<file path="src/verilog/pkd_pkg.sv">
// Package for the pulse generator channel with kill and dead-time stages.
// Assumes a classic Wishbone master with 32-bit data and byte selects.
package pkd_pkg;
    // ==========================================================
    // Register offsets.
    localparam logic [7:0] ADR_CTRL = 8'h00;
    localparam logic [7:0] ADR_CMD = 8'h04;
    localparam logic [7:0] ADR_CFG = 8'h08;
    localparam logic [7:0] ADR_STAT = 8'h0c;
    localparam logic [7:0] ADR_PER = 8'h10;
    localparam logic [7:0] ADR_PERSH = 8'h14;
    localparam logic [7:0] ADR_CMP = 8'h18;
    localparam logic [7:0] ADR_CMPSH = 8'h1c;
    localparam logic [7:0] ADR_TRSEL = 8'h20;
    localparam logic [7:0] ADR_TREDGE = 8'h24;
    localparam logic [7:0] ADR_OUTACT = 8'h28;
    // ==========================================================
    // Field positions.
    localparam int CFG_SWCMP = 0;
    localparam int CFG_SWPER = 1;
    localparam int CFG_STOPK = 2;
    localparam int CFG_SYNCK = 3;
    localparam int CFG_GEN = 8;
    localparam int CFG_UD = 16;
    localparam int CFG_MODE = 24;
    localparam int CMD_START = 0;
    localparam int CMD_RELOAD = 1;
    localparam int CMD_STOP = 2;
    localparam int CMD_SWITCH = 3;
    localparam int NTRIG = 4;
    localparam int TRG_START = 0;
    localparam int TRG_RELOAD = 1;
    localparam int TRG_KILL = 2;
    localparam int TRG_SWITCH = 3;
    localparam int OA_CC = 0;
    localparam int OA_OV = 2;
    localparam int OA_UN = 4;
    localparam int ST_RUNBIT = 16;
    localparam int ST_DIRBIT = 17;
    localparam int ST_DT = 24;
    // ==========================================================
    // Codes and reset values.
    localparam logic [2:0] MODE_PWM = 3'h4;
    localparam logic [2:0] MODE_DT = 3'h5;
    localparam logic [1:0] UD_UP = 2'h0;
    localparam logic [1:0] UD_DN = 2'h1;
    localparam logic [1:0] UD_CTR = 2'h2;
    localparam logic [1:0] EDG_RISE = 2'h0;
    localparam logic [1:0] EDG_FALL = 2'h1;
    localparam logic [1:0] EDG_BOTH = 2'h2;
    localparam logic [1:0] EDG_PASS = 2'h3;
    localparam logic [1:0] ACT_SET = 2'h0;
    localparam logic [1:0] ACT_CLR = 2'h1;
    localparam logic [1:0] ACT_INV = 2'h2;
    localparam logic [31:0] CFG_RST = 32'h0400_0000;
    localparam logic [7:0] TREDGE_RST = 8'hff;
    localparam logic [5:0] OUTACT_RST = 6'h3f;
    localparam logic [15:0] CNT_ZERO = 16'h0000;
    localparam logic [15:0] CNT_ONE = 16'h0001;
    localparam logic [7:0] DT_ONE = 8'h01;

    typedef struct packed {
        logic cyc;
        logic stb;
        logic we;
        logic [3:0] sel;
        logic [7:0] adr;
        logic [31:0] dat;
    } pkd_wbreq_s;

    typedef enum logic [1:0] {ST_IDLE = 2'b01, ST_RUN = 2'b10} pkd_state_e;
endpackage : pkd_pkg

</file>
<file path="src/verilog/pkd_channel.sv">
// One pulse generator channel: counter, output actions, kill, dead time.
// Assumes a classic Wishbone master and trigger inputs synchronous to mclk.
`timescale 1ns/1ps
// Function
// - Kill blocks both outputs at once.
// - Stop-on-kill clear: counter keeps running.
// - Stop-on-kill set: counter halts too.
// - Async kill blocks only while the selected kill trigger event is present.
// - Sync kill blocks until next terminal count.
// - No start after sync kill before count.
// - Kill stop event disables both outputs.
// - Pulse mode prescale from shared setting.
// - Period and compare with shadow copies.
// - Direction field selects pulse alignment.
// - Output actions on match, overflow, underflow.
// - Counter waits for a start event.
// - Dead band up to 255 clocks.
// - Rising edge: both low, then true output.
// - Falling edge: both low, then complement.
// - Zero dead band follows the line.
// - Dead band covering pulse removes it.
// - Dead-time mode has no prescaling.
// - Dead-time mode keeps all pulse features but prescaling.
// - Switch remembered, swap at terminal count.
// - Center mode clears at count, toggles match.
module pkd_channel
    import pkd_pkg::*;
(
    input wire logic mclk,
    input wire logic rstn,
    input wire pkd_pkg::pkd_wbreq_s wbReq,
    input wire logic [pkd_pkg::NTRIG-1:0] trigIn,
    output logic [31:0] wbDatO,
    output logic wbAck,
    output logic pwmOut,
    output logic pwmOutN
);
    import pkd_pkg::*;

    // ==========================================================
    // Register file.
    logic wbAck_ff;
    logic [31:0] wbDat_ff;
    logic ctrlEn_ff;
    logic [31:0] cfg_ff;
    logic [15:0] per_ff;
    logic [15:0] perSh_ff;
    logic [15:0] cmp_ff;
    logic [15:0] cmpSh_ff;
    logic [3:0] trSel_ff;
    logic [7:0] trEdge_ff;
    logic [5:0] outAct_ff;
    logic [31:0] rdVal;
    logic [31:0] wrData;
    logic wbHit;
    logic wrEn;
    logic [3:0] cmdPulse;

    function automatic logic [31:0] merge(input logic [31:0] o, input logic [31:0] n,
                                          input logic [3:0] s);
        logic [31:0] r;
        r = o;
        for (int b = 0; b < 4; b++)
        begin
            if (s[b])
                r[b*8 +: 8] = n[b*8 +: 8];
        end
        return r;
    endfunction : merge

    function automatic logic act(input logic v, input logic [1:0] code);
        case (code)
            ACT_SET: return 1'b1;
            ACT_CLR: return 1'b0;
            ACT_INV: return ~v;
            default: return v;
        endcase
    endfunction : act

    assign wbHit = wbReq.cyc & wbReq.stb & ~wbAck_ff;
    // A write lands at the edge where the master samples ack, while its request still stands.
    assign wrEn = wbReq.cyc & wbReq.stb & wbReq.we & wbAck_ff;
    assign wrData = merge(rdVal, wbReq.dat, wbReq.sel);
    assign cmdPulse = (wrEn && wbReq.adr == ADR_CMD) ? wrData[3:0] : 4'h0;

    // ==========================================================
    // Channel state declarations.
    pkd_state_e state_ff;
    logic [15:0] cnt_ff;
    logic dir_ff;
    logic [7:0] psc_ff;
    logic line_ff;
    logic prevLine_ff;
    logic [7:0] dtCnt_ff;
    logic dtHi_ff;
    logic dtLo_ff;
    logic killLatch_ff;
    logic swapPend_ff;
    logic [NTRIG-1:0] trigPrev_ff;
    logic [NTRIG-1:0] trigEvt;
    logic [7:0] gen;
    logic [1:0] ud;
    logic modeDt;
    logic running;
    logic tick;
    logic killNow;
    logic startEv;
    logic reloadEv;
    logic stopEv;
    logic switchEv;
    logic tcEv;
    logic ccEv;
    logic ovEv;
    logic unEv;
    logic tcCnt;
    logic blocked;
    logic [15:0] nxt_cnt;
    logic nxt_dir;
    logic nxt_line;

    assign gen = cfg_ff[CFG_GEN +: 8];
    assign ud = cfg_ff[CFG_UD +: 2];
    assign modeDt = cfg_ff[CFG_MODE +: 3] == MODE_DT;
    assign running = state_ff == ST_RUN;

    always_comb
    begin
        rdVal = 32'h0000_0000;
        case (wbReq.adr)
            ADR_CTRL: rdVal[0] = ctrlEn_ff;
            ADR_CFG: rdVal = cfg_ff;
            ADR_STAT: rdVal = {dtCnt_ff, 6'h00, dir_ff, running, cnt_ff};
            ADR_PER: rdVal[15:0] = per_ff;
            ADR_PERSH: rdVal[15:0] = perSh_ff;
            ADR_CMP: rdVal[15:0] = cmp_ff;
            ADR_CMPSH: rdVal[15:0] = cmpSh_ff;
            ADR_TRSEL: rdVal[3:0] = trSel_ff;
            ADR_TREDGE: rdVal[7:0] = trEdge_ff;
            ADR_OUTACT: rdVal[5:0] = outAct_ff;
            default: rdVal = 32'h0000_0000;
        endcase
    end

    // Every access, mapped or not, is answered one cycle after it is seen.
    always_ff @(posedge mclk or negedge rstn)
    begin
        if (!rstn)
        begin
            wbAck_ff <= 1'b0;
            wbDat_ff <= 32'h0000_0000;
        end
        else
        begin
            wbAck_ff <= wbHit;
            if (wbHit && !wbReq.we)
                wbDat_ff <= rdVal;
        end
    end

    always_ff @(posedge mclk or negedge rstn)
    begin
        if (!rstn)
        begin
            ctrlEn_ff <= 1'b0;
            cfg_ff <= CFG_RST;
            perSh_ff <= CNT_ZERO;
            cmpSh_ff <= CNT_ZERO;
            trSel_ff <= 4'h0;
            trEdge_ff <= TREDGE_RST;
            outAct_ff <= OUTACT_RST;
        end
        else
        begin
            // shadows take old active values.
            // The shadows take the old active values, so two switches restore them.
            if (tcEv && swapPend_ff)
            begin
                if (cfg_ff[CFG_SWPER])
                    perSh_ff <= per_ff;
                if (cfg_ff[CFG_SWCMP])
                    cmpSh_ff <= cmp_ff;
            end
            // A software write in the same cycle wins over the swap.
            if (wrEn)
            begin
                case (wbReq.adr)
                    ADR_CTRL: ctrlEn_ff <= wrData[0];
                    ADR_CFG: cfg_ff <= wrData;
                    ADR_PERSH: perSh_ff <= wrData[15:0];
                    ADR_CMPSH: cmpSh_ff <= wrData[15:0];
                    ADR_TRSEL: trSel_ff <= wrData[3:0];
                    ADR_TREDGE: trEdge_ff <= wrData[7:0];
                    ADR_OUTACT: outAct_ff <= wrData[5:0];
                    default: ;
                endcase
            end
        end
    end

    always_ff @(posedge mclk or negedge rstn)
    begin
        if (!rstn)
        begin
            per_ff <= CNT_ZERO;
            cmp_ff <= CNT_ZERO;
        end
        else if (wrEn && wbReq.adr == ADR_PER)
            per_ff <= wrData[15:0];
        else if (wrEn && wbReq.adr == ADR_CMP)
            cmp_ff <= wrData[15:0];
        else if (tcEv && swapPend_ff)
        begin
            if (cfg_ff[CFG_SWPER])
                per_ff <= perSh_ff;
            if (cfg_ff[CFG_SWCMP])
                cmp_ff <= cmpSh_ff;
        end
    end

    // ==========================================================
    // Trigger detection, one edge selector per input.
    genvar gi;
    generate
        for (gi = 0; gi < NTRIG; gi++)
        begin : g_trig
            logic [1:0] es;
            logic rise;
            logic fall;
            assign es = trEdge_ff[2*gi +: 2];
            assign rise = trigIn[gi] & ~trigPrev_ff[gi];
            assign fall = ~trigIn[gi] & trigPrev_ff[gi];
            assign trigEvt[gi] = trSel_ff[gi] & (es == EDG_RISE ? rise :
                                 es == EDG_FALL ? fall :
                                 es == EDG_BOTH ? (rise | fall) : trigIn[gi]);
        end
    endgenerate

    always_ff @(posedge mclk or negedge rstn)
    begin
        if (!rstn)
            trigPrev_ff <= '0;
        else
            trigPrev_ff <= trigIn;
    end

    assign killNow = cfg_ff[CFG_SYNCK] ? (killLatch_ff | trigEvt[TRG_KILL])
                                       : trigEvt[TRG_KILL];
    assign startEv = (cmdPulse[CMD_START] | trigEvt[TRG_START]) & ~killLatch_ff;
    assign reloadEv = ctrlEn_ff & (cmdPulse[CMD_RELOAD] | trigEvt[TRG_RELOAD]);
    assign stopEv = cmdPulse[CMD_STOP] | (killNow & cfg_ff[CFG_STOPK] & running);
    // A pass-through switch input is a level, so it cannot request a swap.
    assign switchEv = cmdPulse[CMD_SWITCH] |
                      (trigEvt[TRG_SWITCH] & trEdge_ff[2*TRG_SWITCH +: 2] != EDG_PASS);

    always_ff @(posedge mclk or negedge rstn)
    begin
        if (!rstn)
            killLatch_ff <= 1'b0;
        else if (cfg_ff[CFG_SYNCK] && trigEvt[TRG_KILL])
            killLatch_ff <= 1'b1;
        else if (tcEv || !cfg_ff[CFG_SYNCK])
            killLatch_ff <= 1'b0;
    end

    always_ff @(posedge mclk or negedge rstn)
    begin
        if (!rstn)
            swapPend_ff <= 1'b0;
        else if (switchEv)
            swapPend_ff <= 1'b1;
        else if (tcEv)
            swapPend_ff <= 1'b0;
    end

    // ==========================================================
    // Run control and counter.
    // disabled stays idle; kill keeps running unless stop-on-kill is set.
    always_ff @(posedge mclk or negedge rstn)
    begin
        if (!rstn)
            state_ff <= ST_IDLE;
        else
        begin
            case (state_ff)
                ST_IDLE:
                    if (ctrlEn_ff && (reloadEv || (startEv && !stopEv)))
                        state_ff <= ST_RUN;
                ST_RUN:
                    if (!ctrlEn_ff || (stopEv && !reloadEv))
                        state_ff <= ST_IDLE;
                default: state_ff <= ST_IDLE;
            endcase
        end
    end

    assign tick = running & (modeDt | psc_ff == gen);

    always_ff @(posedge mclk or negedge rstn)
    begin
        if (!rstn)
            psc_ff <= 8'h00;
        else if (!running || tick)
            psc_ff <= 8'h00;
        else
            psc_ff <= psc_ff + DT_ONE;
    end

    always_comb
    begin
        nxt_cnt = cnt_ff;
        nxt_dir = dir_ff;
        ovEv = 1'b0;
        unEv = 1'b0;
        tcCnt = 1'b0;
        case (ud)
            UD_UP:
                if (cnt_ff == per_ff)
                begin
                    nxt_cnt = CNT_ZERO;
                    ovEv = 1'b1;
                    tcCnt = 1'b1;
                end
                else
                    nxt_cnt = cnt_ff + CNT_ONE;
            UD_DN:
                if (cnt_ff == CNT_ZERO)
                begin
                    nxt_cnt = per_ff;
                    unEv = 1'b1;
                    tcCnt = 1'b1;
                end
                else
                    nxt_cnt = cnt_ff - CNT_ONE;
            default:
                if (!dir_ff && cnt_ff == per_ff)
                begin
                    nxt_dir = 1'b1;
                    nxt_cnt = cnt_ff - CNT_ONE;
                    ovEv = 1'b1;
                    tcCnt = ud != UD_CTR;
                end
                else if (dir_ff && cnt_ff == CNT_ZERO)
                begin
                    nxt_dir = 1'b0;
                    nxt_cnt = cnt_ff + CNT_ONE;
                    unEv = 1'b1;
                    tcCnt = 1'b1;
                end
                else
                    nxt_cnt = dir_ff ? cnt_ff - CNT_ONE : cnt_ff + CNT_ONE;
        endcase
    end

    // A reload reinitialises the counter and counts as a terminal count.
    assign tcEv = (tick & tcCnt) | reloadEv;
    assign ccEv = tick & cnt_ff == cmp_ff;

    always_ff @(posedge mclk or negedge rstn)
    begin
        if (!rstn)
        begin
            cnt_ff <= CNT_ZERO;
            dir_ff <= 1'b0;
        end
        else if (!ctrlEn_ff)
        begin
            cnt_ff <= CNT_ZERO;
            dir_ff <= 1'b0;
        end
        else if (reloadEv)
        begin
            cnt_ff <= ud == UD_DN ? per_ff : CNT_ZERO;
            dir_ff <= 1'b0;
        end
        else if (tick)
        begin
            cnt_ff <= nxt_cnt;
            dir_ff <= nxt_dir;
        end
    end

    // ==========================================================
    // Pulse line and output actions.
    always_comb
    begin
        nxt_line = line_ff;
        // center clears at count, toggles match.
        if (ud == UD_CTR)
        begin
            if (tick && tcCnt)
                nxt_line = 1'b0;
            else if (ccEv)
                nxt_line = ~line_ff;
        end
        else if (tick)
        begin
            if (ovEv)
                nxt_line = act(nxt_line, outAct_ff[OA_OV +: 2]);
            if (unEv)
                nxt_line = act(nxt_line, outAct_ff[OA_UN +: 2]);
            if (ccEv)
                nxt_line = act(nxt_line, outAct_ff[OA_CC +: 2]);
        end
    end

    always_ff @(posedge mclk or negedge rstn)
    begin
        if (!rstn)
            line_ff <= 1'b0;
        else if (!ctrlEn_ff)
            line_ff <= 1'b0;
        else
            line_ff <= nxt_line;
    end

    // ==========================================================
    // Dead-time stage.
    // edges restart band.
    always_ff @(posedge mclk or negedge rstn)
    begin
        if (!rstn)
        begin
            prevLine_ff <= 1'b0;
            dtCnt_ff <= 8'h00;
            dtHi_ff <= 1'b0;
            dtLo_ff <= 1'b0;
        end
        else
        begin
            prevLine_ff <= line_ff;
            if (line_ff != prevLine_ff)
            begin
                // zero band passes the line straight.
                dtHi_ff <= gen == 8'h00 ? line_ff : 1'b0;
                dtLo_ff <= gen == 8'h00 ? ~line_ff : 1'b0;
                dtCnt_ff <= gen;
            end
            else if (dtCnt_ff != 8'h00)
            begin
                dtCnt_ff <= dtCnt_ff - DT_ONE;
                if (dtCnt_ff == DT_ONE)
                begin
                    dtHi_ff <= line_ff;
                    dtLo_ff <= ~line_ff;
                end
            end
        end
    end

    // ==========================================================
    // Output pins.
    // kill or disable forces low.
    assign blocked = killNow | ~ctrlEn_ff;

    // dead-time mode shares all counter features but the prescaler.
    always_ff @(posedge mclk or negedge rstn)
    begin
        if (!rstn)
        begin
            pwmOut <= 1'b0;
            pwmOutN <= 1'b0;
        end
        else if (blocked)
        begin
            pwmOut <= 1'b0;
            pwmOutN <= 1'b0;
        end
        else
        begin
            pwmOut <= modeDt ? dtHi_ff : line_ff;
            pwmOutN <= modeDt ? dtLo_ff : ~line_ff;
        end
    end

    assign wbAck = wbAck_ff;
    assign wbDatO = wbDat_ff;
endmodule : pkd_channel

</file>
<file path="config.mk">
export PLATFORM = sky130hd
export DESIGN_NAME = pkd_channel
export DESIGN_NICKNAME = d
export VERILOG_FILES = /design/src/verilog/pkd_pkg.sv /design/src/verilog/pkd_channel.sv
export SDC_FILE = /design/constraint.sdc
export NUM_CORES = 1
export LEC_CHECK = 0
export BUFFER_PORTS_ARGS = -buffer_cell sky130_fd_sc_hd__buf_2
export CORE_ASPECT_RATIO = 0.75
export CORE_MARGIN = 8
export CORE_UTILIZATION = 50
export CTS_BUF_LIST = sky130_fd_sc_hd__clkbuf_4 sky130_fd_sc_hd__clkbuf_8
export DETAILED_ROUTE_END_ITERATION = 7
export PLACE_DENSITY = 0.69
export SYNTH_ARGS = -nofsm -noshare
export SYNTH_HDL_FRONTEND = slang
export SYNTH_SLANG_ARGS = --single-unit
</file>
<file path="constraint.sdc">
create_clock -name mclk -period 3.7 [get_ports mclk]
set_clock_uncertainty 0.1 [all_clocks]
set_input_delay 0 -clock mclk [delete_from_list [all_inputs] [get_ports mclk]]
set_output_delay 0 -clock mclk [all_outputs]
set_load 0.02 [all_outputs]
</file>
==> impl_metrics.tcl, run 1 <==
set metrics [dict create \
    fillers 1903 \
    num_rows 47 \
    drt_wl_total_um 34900 \
    synthArstFlopShare 1.00 \
    antenna_found_initial 0 \
    hold_path.class "in2reg" \
    slew_viol_final 0 \
    hold_viol_final 0 \
    cts_buffers 17 \
    die_h_um 146 \
    p_seq_frac 0.545 \
    seq_area_frac_synth 0.434 \
    sw_frac_of_total 0.281 \
    portBuffers 87 \
    insertion_delay_ns 0.48 \
    max_freq_mhz 300 \
    rr_worst_depth 8 \
    status "complete, no violations" \
    p_leak_nw 6.51 \
    routedWlPerCell_um 22.2 \
    fin_setup_tns_ns 0 \
    regArea_um2 4900 \
    via_count 9809 \
    clockBufferDepth 2 \
    whs_ns 0.0416 \
    hold_depth 3 \
    hold_start "wbReq[42]" \
    clk_pin_slew_ns 0.11 \
    final_common_cell "dfrtp_1" \
    grt_max_degree 110 \
    avgSynthCellArea_um2 9.87 \
    dr.pass1.iters 6 \
    yosys_warnings 0 \
    fp.dieW_um 189 \
    reg2reg_slack_ns 0.36 \
    first_global_vias 9437 \
    final_cell_mix "dfrtp_1 (179), nand2_1 (153), mux2i_1 (113), buf_2 (86), nor2_1 (74)" \
    gp_congestion 0.931 \
    grt_pass1_wl_um 55600 \
    cap_violations 0 \
    htree_num_levels 4 \
    place_area_um2 12000 \
    ys.flop_type "dfrtp_1" \
    cp-startpoint "cnt_ff[14]" \
    drcViolationCount 0 \
    final_nets 1337 \
    syn_inst 1143 \
    place_inst 1490 \
    drtAntennaViolNets 0 \
    diodes 0 \
    overflow 0 \
    dpl.hpwl_um 24700 \
    rr_startpoint "cnt_ff[14]" \
    layout-drive-gt1-share 0.175 \
    cp.arrival_ns 3.66 \
    fin_crit_sh 0.902 \
    pwr-share-clk 0.364 \
    post-route-util 0.588 \
    cts-root-buf "clkbuf_8" \
    intPower_mw 2.89 \
    setup_viol_count_final 0 \
    ios 88 \
    pwr-share-comb 0.091 \
    layout.cells.non_filler 1577 \
    end_kind "register" \
    ys_ff_latch 195 \
    synthDistinctLibCells 79 \
    p_switching_mw 1.13 \
    syn_nets 1210 \
    area_growth_syn_to_layout_pct 15.2 \
    drtIter0Drc 1334 \
    cp-start-kind "register" \
    rsz0062_at_grt "no" \
    initial_utilization 0.510 \
    design.die.area_um2 27700 \
    final.min_clock_period_ns 3.34 \
    relSlewSlack 0.357 \
    via_per_inst 6.22 \
    required_ns 4.02 \
    p_per_area_nw_per_um2 309 \
    hold_end "cfg_ff[17]" \
    vdd_ir_drop_max_mv 0.279 \
    path_max_fanout 16 \
    worstSetupPathType "reg2reg" \
    synth_edf_count 0 \
    netlist_area_um2 11300 \
    r2r-end "cmp_ff[2]" \
    worst_slew_pin_slew_ns 0.962 \
    coreArea_um2 22100 \
    multi_input_area_um2 5890 \
    cts_tree "yes" \
    postLayoutCellArea_um2 13000 \
    grt_usage 0.253 \
    postCtsSetupBuffers 0 \
    clock-sinks 195 \
]
-- critical path, stage by stage, from the launching register on --
cell	delay (ns)
dfrtp_1	0.52
xor2_1	0.20
nor4_1	0.46
nand4_1	0.38
o211ai_1	0.39
a31oi_4	0.18
nand3b_4	0.29
a21boi_4	0.48
o221a_2	0.27
-- metrics by stage --
stage          setup slack, ns  total power [mW]
2_1_floorplan            0.676              2.39
3_3_place_gp             0.511              2.55
3_5_place_dp             0.487              2.55
4_1_cts                  0.455              4.04
5_1_grt                  0.106              4.16
6_report                 0.362              4.02
-- Yosys cell counts (all sizes together) (15+ instances only) --
master | number | area [um^2]
dfrtp | 179 | 4480
nand2 | 153 | 574
mux2i | 113 | 1130
nor2 | 74 | 278
o21ai | 66 | 330
clkbuf | 44 | 169
nand3 | 38 | 200
xor2 | 38 | 333
a22oi | 37 | 278
buf | 33 | 234
a21oi | 29 | 145
xnor2 | 28 | 245
inv | 24 | 90.1
and3 | 21 | 131
mux2 | 19 | 214
a221oi | 18 | 164
dfstp | 16 | 420
o221a | 16 | 180
nor4 | 15 | 121
-- registers in the layout (all words and copies together) (netlist names), 2 cells and up --
| name | cells |
|---|---|
| cfg_ff | 32 |
| wbDatO | 32 |
| cmpSh_ff | 16 |
| cmp_ff | 16 |
| cnt_ff | 16 |
| perSh_ff | 16 |
| per_ff | 16 |
| dtCnt_ff | 8 |
| psc_ff | 8 |
| trEdge_ff | 8 |
| outAct_ff | 6 |
| trSel_ff | 4 |
| trigPrev_ff | 4 |
| state_ff | 2 |
-- logic make-up after synthesis --
| logic type | after synthesis | share of synthesized area |
|---|---|---|
| AND/OR/NAND/NOR | 376 | 0.165 |
| AO/OA/AOI/OAI | 255 | 0.165 |
| flip-flops | 195 | 0.434 |
| multiplexers | 135 | 0.125 |
| buffers and inverters | 102 | 0.0440 |
| XOR/XNOR | 66 | 0.0512 |
| adder cells (fa/ha/maj) | 14 | 0.0155 |
-- area by class of cell --
type | count | area share
Multi-Input combinational cell | 846 | 0.453
Sequential cell | 195 | 0.377
Timing Repair Buffer | 185 | 0.102
Tap cell | 294 | 0.0283
Clock buffer | 17 | 0.0180
Clock inverter | 15 | 0.0141
Inverter | 25 | 0.00722
-- worst max-delay path by stage --
stage / endpoint / slack, ns
6_report: cmp_ff[2] / 0.36
5_1_grt: cmp_ff[1] / 0.11
4_1_cts: cmp_ff[6] / 0.45
3_5_place_dp: cmp_ff[6] / 0.49
3_3_place_gp: cmp_ff[15] / 0.51
2_1_floorplan: cmp_ff[10] / 0.68
-- repair_timing --
item	CTS	global route
hold buffers	55	0
hold endpoints to repair	233	0
gates resized for setup	0	0
-- metal layers --
metal  vias up  part of all wire  global-route usage
li1       4430                 -                   -
met1      4870              0.47               0.389
met2       481              0.43               0.354
met3        28             0.097              0.0612
met4         0            0.0096              0.0445
met5         -                 0                   0
-- power by group through the flow --
stage / combinational, mW / sequential (mW) / clock, mW
2_1_floorplan: 0.140 / 2.25 / 0
3_3_place_gp: 0.324 / 2.23 / 0
3_5_place_dp: 0.325 / 2.23 / 0
4_1_cts: 0.365 / 2.19 / 1.49
5_1_grt: 0.401 / 2.19 / 1.57
6_report: 0.365 / 2.19 / 1.46
Note: power is estimated with default switching activity, not from simulation.
==> run 2, diff against run 1 <==
==> constraint.sdc (replaced) <==
create_clock -name mclk -period 4.1 [get_ports mclk]
set_clock_uncertainty 0.1 [all_clocks]
set_input_delay 0 -clock mclk [delete_from_list [all_inputs] [get_ports mclk]]
set_output_delay 0 -clock mclk [all_outputs]
set_load 0.02 [all_outputs]
==> run 2 against run 1 <==
Net effect: total power down 9.3%; count of clock-buffer cells in the layout increased by 3; routed wire length increased by 1.1%; combinational power is 9.6% lower; worst hold slack improved by 0.0083 ns; cell area is 0.54% lower; non-clock buffer count fell by 8; sequential cell count did not move; sequential power fell by 10%; fmax is 9.0% lower; clock power down 8%.
==> impl_metrics.tcl, run 2 (same netlist as run 1, synthesis figures left out) <==
set metrics [dict create \
    path_max_fanout 18 \
    fin_crit_sh 0.895 \
    path_buf_inv 1 \
    p_per_area_nw_per_um2 282 \
    status "complete, no violations" \
    worst_slew_pin_slew_ns 1.12 \
    coreArea_um2 22100 \
    via_per_inst 6.24 \
    place_area_um2 12000 \
    grt_usage 0.257 \
    setup_viol_count_final 0 \
    drt_wl_total_um 35300 \
    gp_congestion 0.929 \
    num_rows 47 \
    overflow 0 \
    area_growth_syn_to_layout_pct 14.6 \
    cp-start-kind "register" \
    r2r-end "cmp_ff[11]" \
    design.die.area_um2 27700 \
    hold_viol_final 0 \
    drcViolationCount 0 \
    dr.pass1.iters 5 \
    cts_buffers 17 \
    drtAntennaViolNets 0 \
    required_ns 4.42 \
    clock-sinks 195 \
    regArea_um2 4900 \
    cts_resized 0 \
    p_leak_nw 6.47 \
    postCtsSetupBuffers 0 \
    insertion_delay_ns 0.49 \
    rr_worst_depth 10 \
    final_cell_mix "dfrtp_1 (179), nand2_1 (153), mux2i_1 (113), buf_2 (86), nor2_1 (74)" \
    end_kind "register" \
    ios 88 \
    routedWlPerCell_um 22.5 \
    multi_input_area_um2 5890 \
    clockBufferDepth 2 \
    final.min_clock_period_ns 3.67 \
    first_global_vias 9597 \
    clk_pin_slew_ns 0.10 \
    fillers 1973 \
    postLayoutCellArea_um2 12900 \
    grt_max_degree 113 \
    final_common_cell "dfrtp_1" \
    die_h_um 146 \
    diodes 0 \
    via_count 9788 \
    htree_num_levels 4 \
    portBuffers 87 \
    cts_tree "yes" \
    final_nets 1329 \
    rsz0062_at_grt "no" \
    relSlewSlack 0.250 \
    worstSetupPathType "reg2reg" \
    crit_cells 10 \
    initial_utilization 0.510 \
    worstPathCellList "inv_1, ha_1, or4b_1, nor4_4, nand2_1, o211ai_1, a31oi_4, nand3b_4, a21boi_4, o221a_1" \
    finalPower_mw 3.64 \
    cpPeakStageDelay_ns 0.55 \
    rr_startpoint "cnt_ff[1]" \
    fin_setup_tns_ns 0 \
    drtIter0Drc 1147 \
    slew_viol_final 0 \
    post-route-util 0.585 \
    vdd_ir_drop_max_mv 0.275 \
    cts-root-buf "clkbuf_8" \
    layout-drive-gt1-share 0.170 \
    dpl.hpwl_um 25000 \
    antenna_found_initial 0 \
    cp_slowest_cell "a21boi_4" \
    hold_path.class "in2async" \
    max_freq_mhz 273 \
    reg2reg_slack_ns 0.43 \
    cp.arrival_ns 3.99 \
    cp_top_family "simple AND/OR/NAND/NOR gates" \
    fp.dieW_um 189 \
    cap_violations 0 \
    grt_pass1_wl_um 55900 \
]
run 2: cell count changes in the layout (fill, tap and decap cells not counted):
cell       change
buf_12         -1
inv_12         -1
clkinv_2       +2
clkbuf_4       +1
bufinv_16      +1
inv_8          -5
buf_4          -7
clkbuf_8       +2
run 2: cell type report:
class                           instances  share of cell area
Sequential cell                       195               0.379
Clock buffer                           20              0.0208
Inverter                               25             0.00726
Tap cell                              294              0.0285
Timing Repair Buffer                  177              0.0973
Clock inverter                         12              0.0116
Multi-Input combinational cell        846               0.456
run 2: repair_timing:
item                       in CTS  in global routing
hold endpoints to repair      236                  0
hold buffers                   55                  0
setup endpoints to repair       0                  0
run 2: how the worst max path moves through the flow:
| stage | startpoint | endpoint |
|---|---|---|
| after global placement | cnt_ff[1] | cmp_ff[1] |
| after CTS | cnt_ff[1] | cmp_ff[13] |
| after detailed placement | cnt_ff[1] | cmp_ff[13] |
| final | cnt_ff[1] | cmp_ff[11] |
| after floorplan | cnt_ff[1] | cmp_ff[10] |
| after global routing | cnt_ff[3] | cmp_ff[10] |
run 2: metal layers:
layer  routed length (um)  up-vias  track usage
met5                    0        -            0
met4                  723        0       0.0753
met3                 3680       42       0.0716
met2                14400      495        0.346
met1                16500     4830        0.389
li1                     -     4421            -
run 2: per-stage QoR:
| stage | hold slack [ns] | instances | worst slack [ns] |
|---|---|---|---|
| after floorplan | -0.396 | 1143 | 1.08 |
| after global placement | 0.0398 | 1482 | 0.657 |
| after detailed placement | 0.0438 | 1482 | 0.519 |
| after CTS | 0.0287 | 1569 | 0.482 |
| after global routing | 0.0431 | 1569 | 0.135 |
| final | 0.0499 | 1569 | 0.431 |
run 2: report_power, final:
group	switching (mW)	internal (mW)
Combinational	0.201	0.129
Sequential	0.0208	1.95
Clock	0.742	0.594
